## src/ddr_cmd_pkg.sv

```systemverilog
// shared constants, command set and decode for the ddr module link
// assumes one 50 MHz reference clock; one tCK is two reference clocks
package ddr_cmd_pkg;
   // link geometry
   localparam int DQ_W       = 16;
   localparam int DM_W       = DQ_W / 8;
   localparam int ROW_W      = 13;
   localparam int COL_W      = 4;               // column address bits modelled per bank
   localparam int AP_BIT     = 10;              // precharge select line
   localparam int HALF_PER_CK = 2;              // reference clocks per tCK
   // mode register fields
   localparam int MR_BL_LSB  = 0;
   localparam int MR_CL_LSB  = 4;
   localparam logic [2:0] MR_BL2  = 3'h1;
   localparam logic [2:0] MR_BL4  = 3'h2;
   localparam logic [2:0] MR_BL8  = 3'h3;
   localparam logic [2:0] MR_CL25 = 3'h6;
   localparam logic [3:0] BL_RESET = 4'h4;      // burst beats after reset
   // latencies: read and stop delays in reference clocks, write data and mask in tCK
   localparam logic [2:0] CL2_HALF   = 3'h4;    // read latency 2
   localparam logic [2:0] CL25_HALF  = 3'h5;    // read latency 2.5
   localparam logic [2:0] STOP2_HALF = 3'h4;    // stop_to_float_delay cl 2
   localparam logic [2:0] STOP25_HALF = 3'h5;   // stop_to_float_delay cl 2.5
   localparam logic [1:0] WRITE_DATA_LATENCY = 2'h1; // tCK
   localparam logic [1:0] MASK_LATENCY       = 2'h0; // tCK
   // command gaps in tCK
   localparam logic [8:0] WR_PRE_FAST   = 9'h004;
   localparam logic [8:0] WR_PRE_SLOW   = 9'h003;
   localparam logic [8:0] WR_RD_BASE    = 9'h002;
   localparam logic [8:0] STOP_WR_CL2   = 9'h002;
   localparam logic [8:0] STOP_WR_CL25  = 9'h003;
   localparam logic [8:0] RD_WR_CL2     = 9'h002;
   localparam logic [8:0] RD_WR_CL25    = 9'h003;
   localparam logic [8:0] MODE_SET_GAP  = 9'h002;
   localparam logic [8:0] SR_NONRD_FAST = 9'h00C;
   localparam logic [8:0] SR_NONRD_SLOW = 9'h00A;
   localparam logic [8:0] SR_RD_GAP     = 9'h0C8;
   localparam logic [8:0] PD_EXIT_GAP   = 9'h001;

   typedef enum logic [3:0] {
      CMD_NOP, CMD_ACT, CMD_RD, CMD_WR, CMD_PRE, CMD_REF, CMD_BST, CMD_MRS,
      CMD_PD_ENTER, CMD_SR_ENTER, CMD_EXIT
   } cmd_t;

   typedef enum logic [1:0] {PWR_ACTIVE, PWR_DOWN, PWR_SELF} pwr_t;

   // row, column and write strobe levels to command
   function automatic cmd_t decode_cmd(input logic ras_n, input logic cas_n,
                                       input logic we_n);
      case ({ras_n, cas_n, we_n})
         3'b011:  decode_cmd = CMD_ACT;
         3'b101:  decode_cmd = CMD_RD;
         3'b100:  decode_cmd = CMD_WR;
         3'b010:  decode_cmd = CMD_PRE;
         3'b001:  decode_cmd = CMD_REF;
         3'b110:  decode_cmd = CMD_BST;
         3'b000:  decode_cmd = CMD_MRS;
         default: decode_cmd = CMD_NOP;
      endcase
   endfunction

   // mode register burst code to beats
   function automatic logic [3:0] bl_beats(input logic [2:0] code);
      case (code)
         MR_BL2:  bl_beats = 4'h2;
         MR_BL8:  bl_beats = 4'h8;
         default: bl_beats = 4'h4;
      endcase
   endfunction
endpackage

```

## src/ddr_link_if.sv

```systemverilog
// command, strobe and data wires between controller and module
// assumes both ends share i_ref_clk; each end drives its own copy of dq/dqs
`timescale 1ns/1ps
interface ddr_link_if;
   import ddr_cmd_pkg::*;
   logic              cmd_tick;   // command edge, once per tCK
   logic              cke;
   logic              cs_n;
   logic              ras_n;
   logic              cas_n;
   logic              we_n;
   logic [1:0]        ba;
   logic [ROW_W-1:0]  addr;
   logic [DQ_W-1:0]   dq_h;
   logic              dq_h_oe;
   logic [DQ_W-1:0]   dq_d;
   logic              dq_d_oe;
   logic              dqs_h;
   logic              dqs_h_oe;
   logic              dqs_d;
   logic              dqs_d_oe;
   logic [DM_W-1:0]   dm;

   modport host (output cmd_tick, cke, cs_n, ras_n, cas_n, we_n, ba, addr,
                 dq_h, dq_h_oe, dqs_h, dqs_h_oe, dm,
                 input dq_d, dq_d_oe, dqs_d, dqs_d_oe);
   modport device (input cmd_tick, cke, cs_n, ras_n, cas_n, we_n, ba, addr,
                   dq_h, dq_h_oe, dqs_h, dqs_h_oe, dm,
                   output dq_d, dq_d_oe, dqs_d, dqs_d_oe);
endinterface

```

## src/ddr_gap_timer.sv

```systemverilog
// down counter that holds off a command until its gap has passed
// assumes load value is already in reference clocks
`timescale 1ns/1ps
module ddr_gap_timer #(
   parameter int W = 9
) (
   // clock and reset
   input  wire logic         i_ref_clk,
   input  wire logic         i_resetn,
   // control
   input  wire logic         i_load,
   input  wire logic [W-1:0] i_value,
   output logic              o_done
);
   logic [W-1:0] cnt_q;
   logic [W-1:0] cnt_d;

   // reload or count toward zero
   always_comb begin
      cnt_d = cnt_q;
      if (i_load) begin
         cnt_d = i_value;
      end else if (cnt_q != '0) begin
         cnt_d = cnt_q - W'(1);
      end
   end

   always_ff @(posedge i_ref_clk or negedge i_resetn) begin
      if (!i_resetn) begin
         cnt_q <= '0;
      end else begin
         cnt_q <= cnt_d;
      end
   end

   assign o_done = (cnt_q == '0);
endmodule

```

## src/ddr_ctrl_end.sv

```systemverilog
// controller end of the ddr link: command gaps, write drive, read capture
// assumes the user holds a request until ready; one tCK is two clocks
`timescale 1ns/1ps
module ddr_ctrl_end
   import ddr_cmd_pkg::*;
#(
   parameter bit FAST_GRADE = 1'b1   // 6 ns column when set, else 7.5 ns
) (
   // clock and reset
   input  wire logic              i_ref_clk,
   input  wire logic              i_resetn,
   // user requests
   input  wire logic              i_req_valid,
   input  wire cmd_t              i_req_cmd,
   input  wire logic [1:0]        i_req_bank,
   input  wire logic [ROW_W-1:0]  i_req_addr,
   output logic                   o_req_ready,
   // write beats
   input  wire logic [DQ_W-1:0]   i_wdata,
   input  wire logic [DM_W-1:0]   i_wmask,
   output logic                   o_wbeat_take,
   // read beats
   output logic [DQ_W-1:0]        o_rdata,
   output logic                   o_rvalid,
   // link
   ddr_link_if.host               link
);
   localparam int NG = 7;
   typedef enum int {G_WR_PRE, G_RD_PRE, G_WR_RD, G_ST_WR, G_RD_WR, G_ANY, G_SR_RD} gap_t;

   logic             tick_q, tick_d;
   logic             cke_q, cke_d;
   logic             sr_q, sr_d;
   logic             cl25_q, cl25_d;
   logic [3:0]       bl_q, bl_d;
   logic [3:0]       pins_q, pins_d;      // cs_n ras_n cas_n we_n
   logic [1:0]       ba_q, ba_d;
   logic [ROW_W-1:0] addr_q, addr_d;
   logic [1:0]       wlat_q, wlat_d;
   logic [3:0]       wbeats_q, wbeats_d;
   logic [DQ_W-1:0]  dq_q, dq_d;
   logic [DM_W-1:0]  dm_q, dm_d;
   logic             oe_q, oe_d;
   logic             dqs_q, dqs_d;
   logic [DQ_W-1:0]  rd_q, rd_d;
   logic             rv_q, rv_d;
   logic             fire;
   logic [8:0]       half_bl;
   logic [NG-1:0]    load, done;
   logic [8:0]       gap_ck [NG];
   logic [8:0]       gap_val [NG];

   // one timer per gap kind, values in tCK turned into clocks
   for (genvar g = 0; g < NG; g++) begin : g_gap
      assign gap_val[g] = (gap_ck[g] == 9'h000) ? 9'h000
                          : 9'((gap_ck[g] << 1) - 9'h001);
      ddr_gap_timer #(.W(9)) u_gap (
         .i_ref_clk (i_ref_clk),
         .i_resetn  (i_resetn),
         .i_load    (load[g]),
         .i_value   (gap_val[g]),
         .o_done    (done[g])
      );
   end

   // readiness per command and which gaps each command starts
   always_comb begin
      half_bl = 9'(bl_q >> 1);
      gap_ck[G_WR_PRE] = (FAST_GRADE ? WR_PRE_FAST : WR_PRE_SLOW) + half_bl;
      gap_ck[G_RD_PRE] = half_bl;
      gap_ck[G_WR_RD]  = WR_RD_BASE + half_bl;
      gap_ck[G_ST_WR]  = cl25_q ? STOP_WR_CL25 : STOP_WR_CL2;
      gap_ck[G_RD_WR]  = (cl25_q ? RD_WR_CL25 : RD_WR_CL2) + half_bl;
      gap_ck[G_ANY]    = PD_EXIT_GAP;
      gap_ck[G_SR_RD]  = SR_RD_GAP;
      if (i_req_cmd == CMD_MRS) begin
         gap_ck[G_ANY] = MODE_SET_GAP;
      end else if (i_req_cmd == CMD_EXIT && sr_q) begin
         gap_ck[G_ANY] = FAST_GRADE ? SR_NONRD_FAST : SR_NONRD_SLOW;
      end else if (i_req_cmd inside {CMD_EXIT, CMD_PD_ENTER, CMD_SR_ENTER}) begin
         // clock enable level must still stand at the following command edge
         gap_ck[G_ANY] = PD_EXIT_GAP + 9'h001;
      end
      o_req_ready = !tick_q && done[G_ANY];
      case (i_req_cmd)
         CMD_PRE:  o_req_ready = o_req_ready && cke_q && done[G_WR_PRE] && done[G_RD_PRE];
         CMD_RD:   o_req_ready = o_req_ready && cke_q && done[G_WR_RD] && done[G_SR_RD];
         CMD_WR:   o_req_ready = o_req_ready && cke_q && done[G_ST_WR] && done[G_RD_WR];
         CMD_EXIT: o_req_ready = o_req_ready && !cke_q;
         default:  o_req_ready = o_req_ready && cke_q;
      endcase
      fire = i_req_valid && o_req_ready;
      load = '0;
      if (fire) begin
         load[G_ANY] = (i_req_cmd == CMD_MRS)
                       || (i_req_cmd inside {CMD_EXIT, CMD_PD_ENTER, CMD_SR_ENTER});
         case (i_req_cmd)
            CMD_WR: begin
               load[G_WR_PRE] = 1'b1;
               load[G_WR_RD]  = 1'b1;
            end
            CMD_RD: begin
               load[G_RD_PRE] = 1'b1;
               load[G_RD_WR]  = 1'b1;
            end
            CMD_BST:  load[G_ST_WR] = 1'b1;
            CMD_EXIT: load[G_SR_RD] = sr_q;
            default: ;
         endcase
      end
   end

   // command pins, power and mode shadow
   always_comb begin
      tick_d = !tick_q;
      cke_d  = cke_q;
      sr_d   = sr_q;
      cl25_d = cl25_q;
      bl_d   = bl_q;
      pins_d = pins_q;
      ba_d   = ba_q;
      addr_d = addr_q;
      if (tick_q) begin
         pins_d = 4'hF;                       // deselect between commands
      end else if (fire) begin
         ba_d   = i_req_bank;
         addr_d = i_req_addr;
         case (i_req_cmd)
            CMD_ACT:      pins_d = 4'h3;
            CMD_RD:       pins_d = 4'h5;
            CMD_WR:       pins_d = 4'h4;
            CMD_PRE:      pins_d = 4'h2;
            CMD_REF:      pins_d = 4'h1;
            CMD_BST:      pins_d = 4'h6;
            CMD_MRS:      pins_d = 4'h0;
            CMD_SR_ENTER: pins_d = 4'h1;
            default:      pins_d = 4'h7;
         endcase
         // clock enable changes only here, so it stands a whole tCK
         if (i_req_cmd == CMD_PD_ENTER || i_req_cmd == CMD_SR_ENTER) begin
            cke_d = 1'b0;
            sr_d  = (i_req_cmd == CMD_SR_ENTER);
         end else if (i_req_cmd == CMD_EXIT) begin
            cke_d = 1'b1;
            sr_d  = 1'b0;
         end
         if (i_req_cmd == CMD_MRS) begin
            bl_d   = bl_beats(i_req_addr[MR_BL_LSB +: 3]);
            cl25_d = (i_req_addr[MR_CL_LSB +: 3] == MR_CL25);
         end
      end
   end

   // write burst drive and read capture
   always_comb begin
      wlat_d   = wlat_q;
      wbeats_d = wbeats_q;
      if (wlat_q != 2'h0) begin
         wlat_d = wlat_q - 2'h1;
      end else if (wbeats_q != 4'h0) begin
         wbeats_d = wbeats_q - 4'h1;
      end
      if (fire && i_req_cmd == CMD_WR) begin
         wlat_d   = 2'(WRITE_DATA_LATENCY + 2'h1); // one clock to the command edge
         wbeats_d = bl_q;
      end
      oe_d         = (wlat_d == 2'h0) && (wbeats_d != 4'h0);
      o_wbeat_take = oe_d;
      dq_d         = oe_d ? i_wdata : dq_q;
      dm_d         = oe_d ? i_wmask : dm_q;
      dqs_d        = oe_d ? !dqs_q : 1'b0;
      rv_d         = link.dq_d_oe;
      rd_d         = link.dq_d_oe ? link.dq_d : rd_q;
   end

   always_ff @(posedge i_ref_clk or negedge i_resetn) begin
      if (!i_resetn) begin
         tick_q   <= 1'b0;
         cke_q    <= 1'b1;
         sr_q     <= 1'b0;
         cl25_q   <= 1'b0;
         bl_q     <= BL_RESET;
         pins_q   <= 4'hF;
         ba_q     <= 2'h0;
         addr_q   <= '0;
         wlat_q   <= 2'h0;
         wbeats_q <= 4'h0;
         dq_q     <= '0;
         dm_q     <= '0;
         oe_q     <= 1'b0;
         dqs_q    <= 1'b0;
         rd_q     <= '0;
         rv_q     <= 1'b0;
      end else begin
         tick_q   <= tick_d;
         cke_q    <= cke_d;
         sr_q     <= sr_d;
         cl25_q   <= cl25_d;
         bl_q     <= bl_d;
         pins_q   <= pins_d;
         ba_q     <= ba_d;
         addr_q   <= addr_d;
         wlat_q   <= wlat_d;
         wbeats_q <= wbeats_d;
         dq_q     <= dq_d;
         dm_q     <= dm_d;
         oe_q     <= oe_d;
         dqs_q    <= dqs_d;
         rd_q     <= rd_d;
         rv_q     <= rv_d;
      end
   end

   // link pins
   assign link.cmd_tick = tick_q;
   assign link.cke      = cke_q;
   assign link.cs_n     = pins_q[3];
   assign link.ras_n    = pins_q[2];
   assign link.cas_n    = pins_q[1];
   assign link.we_n     = pins_q[0];
   assign link.ba       = ba_q;
   assign link.addr     = addr_q;
   assign link.dq_h     = dq_q;
   assign link.dq_h_oe  = oe_q;
   assign link.dm       = dm_q;
   assign link.dqs_h    = dqs_q;
   assign link.dqs_h_oe = oe_q;
   assign o_rdata       = rd_q;
   assign o_rvalid      = rv_q;
endmodule

```

## src/flat_wrapper.sv

```systemverilog
// flat-port wrapper written by rule: the top's interface ports become plain ports
module ddr_ctrl_end_flat import ddr_cmd_pkg::*;
#(
   parameter bit FAST_GRADE = 1'b1                                       
)
  (i_ref_clk, i_resetn, i_req_valid, i_req_cmd, i_req_bank, i_req_addr, o_req_ready, i_wdata, i_wmask, o_wbeat_take, o_rdata, o_rvalid, link_cmd_tick, link_cke, link_cs_n, link_ras_n, link_cas_n, link_we_n, link_ba, link_addr, link_dq_h, link_dq_h_oe, link_dqs_h, link_dqs_h_oe, link_dm, link_dq_d, link_dq_d_oe, link_dqs_d, link_dqs_d_oe);
  ddr_link_if link_i ();
  input  wire logic i_ref_clk;
  input  wire logic i_resetn;
  input  wire logic i_req_valid;
  input  wire cmd_t i_req_cmd;
  input  wire logic [1:0] i_req_bank;
  input  wire logic [ROW_W-1:0] i_req_addr;
  output logic o_req_ready;
  input  wire logic [DQ_W-1:0] i_wdata;
  input  wire logic [DM_W-1:0] i_wmask;
  output logic o_wbeat_take;
  output logic [DQ_W-1:0] o_rdata;
  output logic o_rvalid;
  output wire logic [$bits(link_i.cmd_tick)-1:0] link_cmd_tick;
  output wire logic [$bits(link_i.cke)-1:0] link_cke;
  output wire logic [$bits(link_i.cs_n)-1:0] link_cs_n;
  output wire logic [$bits(link_i.ras_n)-1:0] link_ras_n;
  output wire logic [$bits(link_i.cas_n)-1:0] link_cas_n;
  output wire logic [$bits(link_i.we_n)-1:0] link_we_n;
  output wire logic [$bits(link_i.ba)-1:0] link_ba;
  output wire logic [$bits(link_i.addr)-1:0] link_addr;
  output wire logic [$bits(link_i.dq_h)-1:0] link_dq_h;
  output wire logic [$bits(link_i.dq_h_oe)-1:0] link_dq_h_oe;
  output wire logic [$bits(link_i.dqs_h)-1:0] link_dqs_h;
  output wire logic [$bits(link_i.dqs_h_oe)-1:0] link_dqs_h_oe;
  output wire logic [$bits(link_i.dm)-1:0] link_dm;
  input wire logic [$bits(link_i.dq_d)-1:0] link_dq_d;
  input wire logic [$bits(link_i.dq_d_oe)-1:0] link_dq_d_oe;
  input wire logic [$bits(link_i.dqs_d)-1:0] link_dqs_d;
  input wire logic [$bits(link_i.dqs_d_oe)-1:0] link_dqs_d_oe;
  assign link_cmd_tick = link_i.cmd_tick;
  assign link_cke = link_i.cke;
  assign link_cs_n = link_i.cs_n;
  assign link_ras_n = link_i.ras_n;
  assign link_cas_n = link_i.cas_n;
  assign link_we_n = link_i.we_n;
  assign link_ba = link_i.ba;
  assign link_addr = link_i.addr;
  assign link_dq_h = link_i.dq_h;
  assign link_dq_h_oe = link_i.dq_h_oe;
  assign link_dqs_h = link_i.dqs_h;
  assign link_dqs_h_oe = link_i.dqs_h_oe;
  assign link_dm = link_i.dm;
  assign link_i.dq_d = link_dq_d;
  assign link_i.dq_d_oe = link_dq_d_oe;
  assign link_i.dqs_d = link_dqs_d;
  assign link_i.dqs_d_oe = link_dqs_d_oe;
  ddr_ctrl_end #(.FAST_GRADE(FAST_GRADE)) u_core (.i_ref_clk(i_ref_clk), .i_resetn(i_resetn), .i_req_valid(i_req_valid), .i_req_cmd(i_req_cmd), .i_req_bank(i_req_bank), .i_req_addr(i_req_addr), .o_req_ready(o_req_ready), .i_wdata(i_wdata), .i_wmask(i_wmask), .o_wbeat_take(o_wbeat_take), .o_rdata(o_rdata), .o_rvalid(o_rvalid), .link(link_i));
endmodule
```

## config.mk

```make
export PLATFORM = sky130hd
export DESIGN_NAME = ddr_ctrl_end_flat
export DESIGN_NICKNAME = d
export VERILOG_FILES = /design/src/ddr_cmd_pkg.sv /design/src/ddr_link_if.sv /design/src/ddr_gap_timer.sv /design/src/ddr_ctrl_end.sv /design/src/flat_wrapper.sv
export SDC_FILE = /design/constraint.sdc
export NUM_CORES = 1
export LEC_CHECK = 0
export BUFFER_PORTS_ARGS = -buffer_cell sky130_fd_sc_hd__clkbuf_2
export CAP_MARGIN = 10
export CORE_UTILIZATION = 45
export CTS_CLUSTER_SIZE = 30
export DETAILED_ROUTE_END_ITERATION = 10
export HOLD_SLACK_MARGIN = 0.02
export PLACE_DENSITY = 0.65
export SYNTH_ARGS = -nofsm -noshare
export SYNTH_HDL_FRONTEND = slang
export SYNTH_SLANG_ARGS = --single-unit
```

## constraint.sdc

```tcl
create_clock -name i_ref_clk -period 5.2 [get_ports i_ref_clk]
set_input_delay 0.52 -clock i_ref_clk [delete_from_list [all_inputs] [get_ports i_ref_clk]]
set_output_delay 0.52 -clock i_ref_clk [all_outputs]
set_load 0.005 [all_outputs]
```

==> summary.txt <==
Yosys
  • Count of cell types in the netlist: 62
  • #FFs+latches synth: 132
  • Top-area cell type share of the netlist area: 43.1%
  • Top post-synthesis cells by area: dfrtp_1, ha_1, mux2i_1, nand2_1, o211ai_1
  • Synth async-reset ratio: 100%
  • Syn. warnings: 0
  • Ys flop type: dfrtp_1
  • Post-synth EDFFs: 0
  • Area leader, netlist: dfrtp_1
  • Register area share after synthesis: 45.2%
  • Post-synth net total: 790
  • Cells after Synth: 698
  • Synthesized area per cell: 10.5 µm²
  • Synth Cell Area: 0.00732 mm²

Setup path
  • Crit. End Element: output port
  • Setup crit start kind: register
  • Worst r2r src: u_core.g_gap[1].u_gap.cnt_q[0]
  • Crit-path max FO: 24
  • R2R Path End: u_core.wbeats_q[1]
  • Max stage delay on crit path: 530 ps
  • Critical Path RT: 4680 ps
  • Cell depth of the worst flop-to-flop path: 9
  • Worst EP arrival: 3080 ps
  • Slowest-stage cell, CP: o2111a_1
  • CP Class: register to output port
  • Flop-to-flop setup slack: 1970 ps
  • Crit path cell chain: inv_1, ha_1, nor4b_2, nand4_1, o32ai_4, buf_4, o2111a_1, nor2_1, clkbuf_2

CTS
  • Post-CTS Resized: 0
  • CTS tree: built
  • CTS buffer count: 17
  • CTS sink cnt: 132
  • Quantity of hold-fixing buffers added after cts: 0
  • Clk buf depth: 2
  • Later-pin clock latency in the skew report: 420 ps
  • Clock Tree Root: clkbuf_16
  • Clk pin slew, worst setup/hold paths: 50 ps
  • Setup Fix Bufs, Post-CTS: 0
  • Depth of the CTS H-tree: 4

GRT
  • Vias in the first global route: 5604
  • Gr usage total: 20.6%
  • GRT overflow: 0
  • Initial antenna violation count: 0
  • First-pass GRT wire length: 27100 µm
  • Pin count of the biggest net entering global routing: 73

Detailed routing
  • DR WL/cell: 15.8 µm
  • TritonRoute pass-1 iters: 4
  • DR vias: 5598
  • DRC viols: 0
  • Initial drt markers: 339
  • Final WL: 16500 µm
  • Number of routed nets with antenna violations: 0
  • Vias per cell: 5.38

Floorplan
  • Starting Density: 46.1%
  • Row count: 46
  • Placeable Area: 0.0159 mm²
  • Die X-Extent: 130 µm
  • Die area: 0.0168 mm²
  • # IOs: 120
  • Die height: 130 µm

Place
  • Placer Congestion: 0.869
  • Placed Area: 0.00808 mm²
  • I/O Buffers: 117
  • Post-DP HPWL: 11400 µm
  • Place WS: 1910 ps

STA
  • Setup TNS: 0 ps
  • Final hold slack: 121 ps
  • Worst setup slack after layout: 1600 ps
  • Worst Max-Slew Pin Slew: 785 ps
  • Clock skew: 11.1 ps
  • Tmin final: 3600 ps
  • Maximum clock rate: 0.278 GHz
  • RSZ-0062 raised after global routing: false
  • Slew Limit Fails: 0
  • Final Hold Viols: 0
  • Final period util: 69.2%
  • Final setup viols: 0
  • Max-slew headroom: 47.7%

Hold path
  • HP Class: input pin to asynchronous set/reset pin

Cells and area
  • Nets: 904
  • Fillcell total: 1403
  • Layout area overhead: 18.2%
  • Ratio of cells with drive above 1 in the final layout: 25.1%
  • Post-route cell area: 0.00865 mm²
  • Ant diodes: 0

Status
  • Status: completed

Power
  • VDD IR max: 0.223 mV
  • Power density of the placed cells: 273 mW/mm²
  • Leak: 4.11 nW

Job
  • Max-cap viol count: 0
sequential cells by signal, summed over array words and instances, names as in the netlist, 2 cells and up:
name                      flops
u_core.link.ba                2
u_core.g_gap.u_gap.cnt_q     63
u_core.link.dq_h             16
u_core.o_rdata               16
u_core.bl_q                   3
u_core.pins_q                 4
u_core.link.dm                2
u_core.wlat_q                 2
u_core.wbeats_q               4
u_core.link.addr             13
through the flow:
step	util [%]	total power, W	instances
3_3_place_gp	50.8	0.00119	1009
2_1_floorplan	-	0.00112	698
3_5_place_dp	50.8	0.00120	1009
4_1_cts	54.5	0.00239	1041
5_1_grt	54.5	0.00245	1041
6_report	54.5	0.00236	1041
power breakdown:
group	leakage, nW	switching [W]	total (W)	internal (W)
Combinational	2.29	0.0000689	0.000120	0.0000510
Sequential	1.54	0.0000122	0.00106	0.00105
Clock	0.280	0.000416	0.00118	0.000764
layer usage:
metal	GRT usage, %	part of all wire [%]
met1	26.4	45
met2	34.8	51
met3	4.05	2.9
met4	7.52	0.93
met5	0	0
cell usage after synthesis, types with 17 or more instances:
cell	number
a21oi_1	18
and3_1	21
dfrtp_1	126
ha_1	33
inv_1	33
mux2_2	22
mux2i_1	41
nand2_1	84
nand3_1	17
nor2_1	46
o211ai_1	38
o21ai_0	20
xnor2_1	23
xor2_1	21
worst max-delay path, delay by kind of cell (launching register included):
kind,cells,cell delay (ps)
fa+ha+maj,1,140
compound gates,2,700
flops,1,410
simple gates,3,820
buf+inv,3,570
cell usage in the layout, fill, tap and decap left out, drive strengths merged, types with 4 or more instances in the layout:
| cell type | netlist | routed |
|---|---|---|
| a21o | 4 | 4 |
| a21oi | 18 | 18 |
| and3 | 21 | 21 |
| buf | 15 | 9 |
| clkbuf | 15 | 142 |
| dfrtp | 126 | 126 |
| dfstp | 6 | 6 |
| ha | 33 | 33 |
| inv | 33 | 33 |
| mux2 | 38 | 38 |
| mux2i | 41 | 41 |
| nand2 | 85 | 85 |
| nand2b | 6 | 6 |
| nand3 | 17 | 17 |
| nand4 | 5 | 5 |
| nand4b | 4 | 4 |
| nor2 | 47 | 47 |
| nor2b | 6 | 6 |
| nor3 | 16 | 16 |
| nor3b | 5 | 5 |
| nor4 | 7 | 7 |
| nor4b | 7 | 7 |
| o211ai | 39 | 39 |
| o21ai | 20 | 20 |
| o31ai | 4 | 4 |
| or3 | 4 | 4 |
| xnor2 | 23 | 23 |
| xor2 | 21 | 21 |
how the worst max path moves through the flow:
stage / start / endpoint / slack (ps)
floorplan: i_req_cmd[3] / o_wbeat_take / 2540
global placement: i_req_cmd[1] / u_core.g_gap[1].u_gap.cnt_q[1] / 1930
detailed placement: i_req_cmd[1] / u_core.wbeats_q[1] / 1910
CTS: u_core.g_gap[1].u_gap.cnt_q[4] / o_wbeat_take / 1560
global route: u_core.g_gap[1].u_gap.cnt_q[0] / o_wbeat_take / 1370
finish: u_core.g_gap[1].u_gap.cnt_q[0] / o_wbeat_take / 1600
final cells by class:
type,instances,area [µm²],share of cell area [%]
Multi-Input combinational cell,503,3720,43.0
Sequential cell,132,3310,38.3
Timing Repair Buffer,125,652,7.54
Clock buffer,26,469,5.42
Tap cell,216,270,3.12
Inverter,33,124,1.43
Clock inverter,6,105,1.22
cell families after synthesis:
logic type | after synthesis | share of synthesized area (%)
and+or+nand+nor | 241 | 17.1
muxes | 79 | 12.2
buffers and inverters | 63 | 4.07
adders and majority gates | 33 | 5.64
AOI/OAI and AO/OA | 106 | 10.5
DFF | 132 | 45.2
xor gates and xnor gates | 44 | 5.27
(Power assumes the default switching activity.)
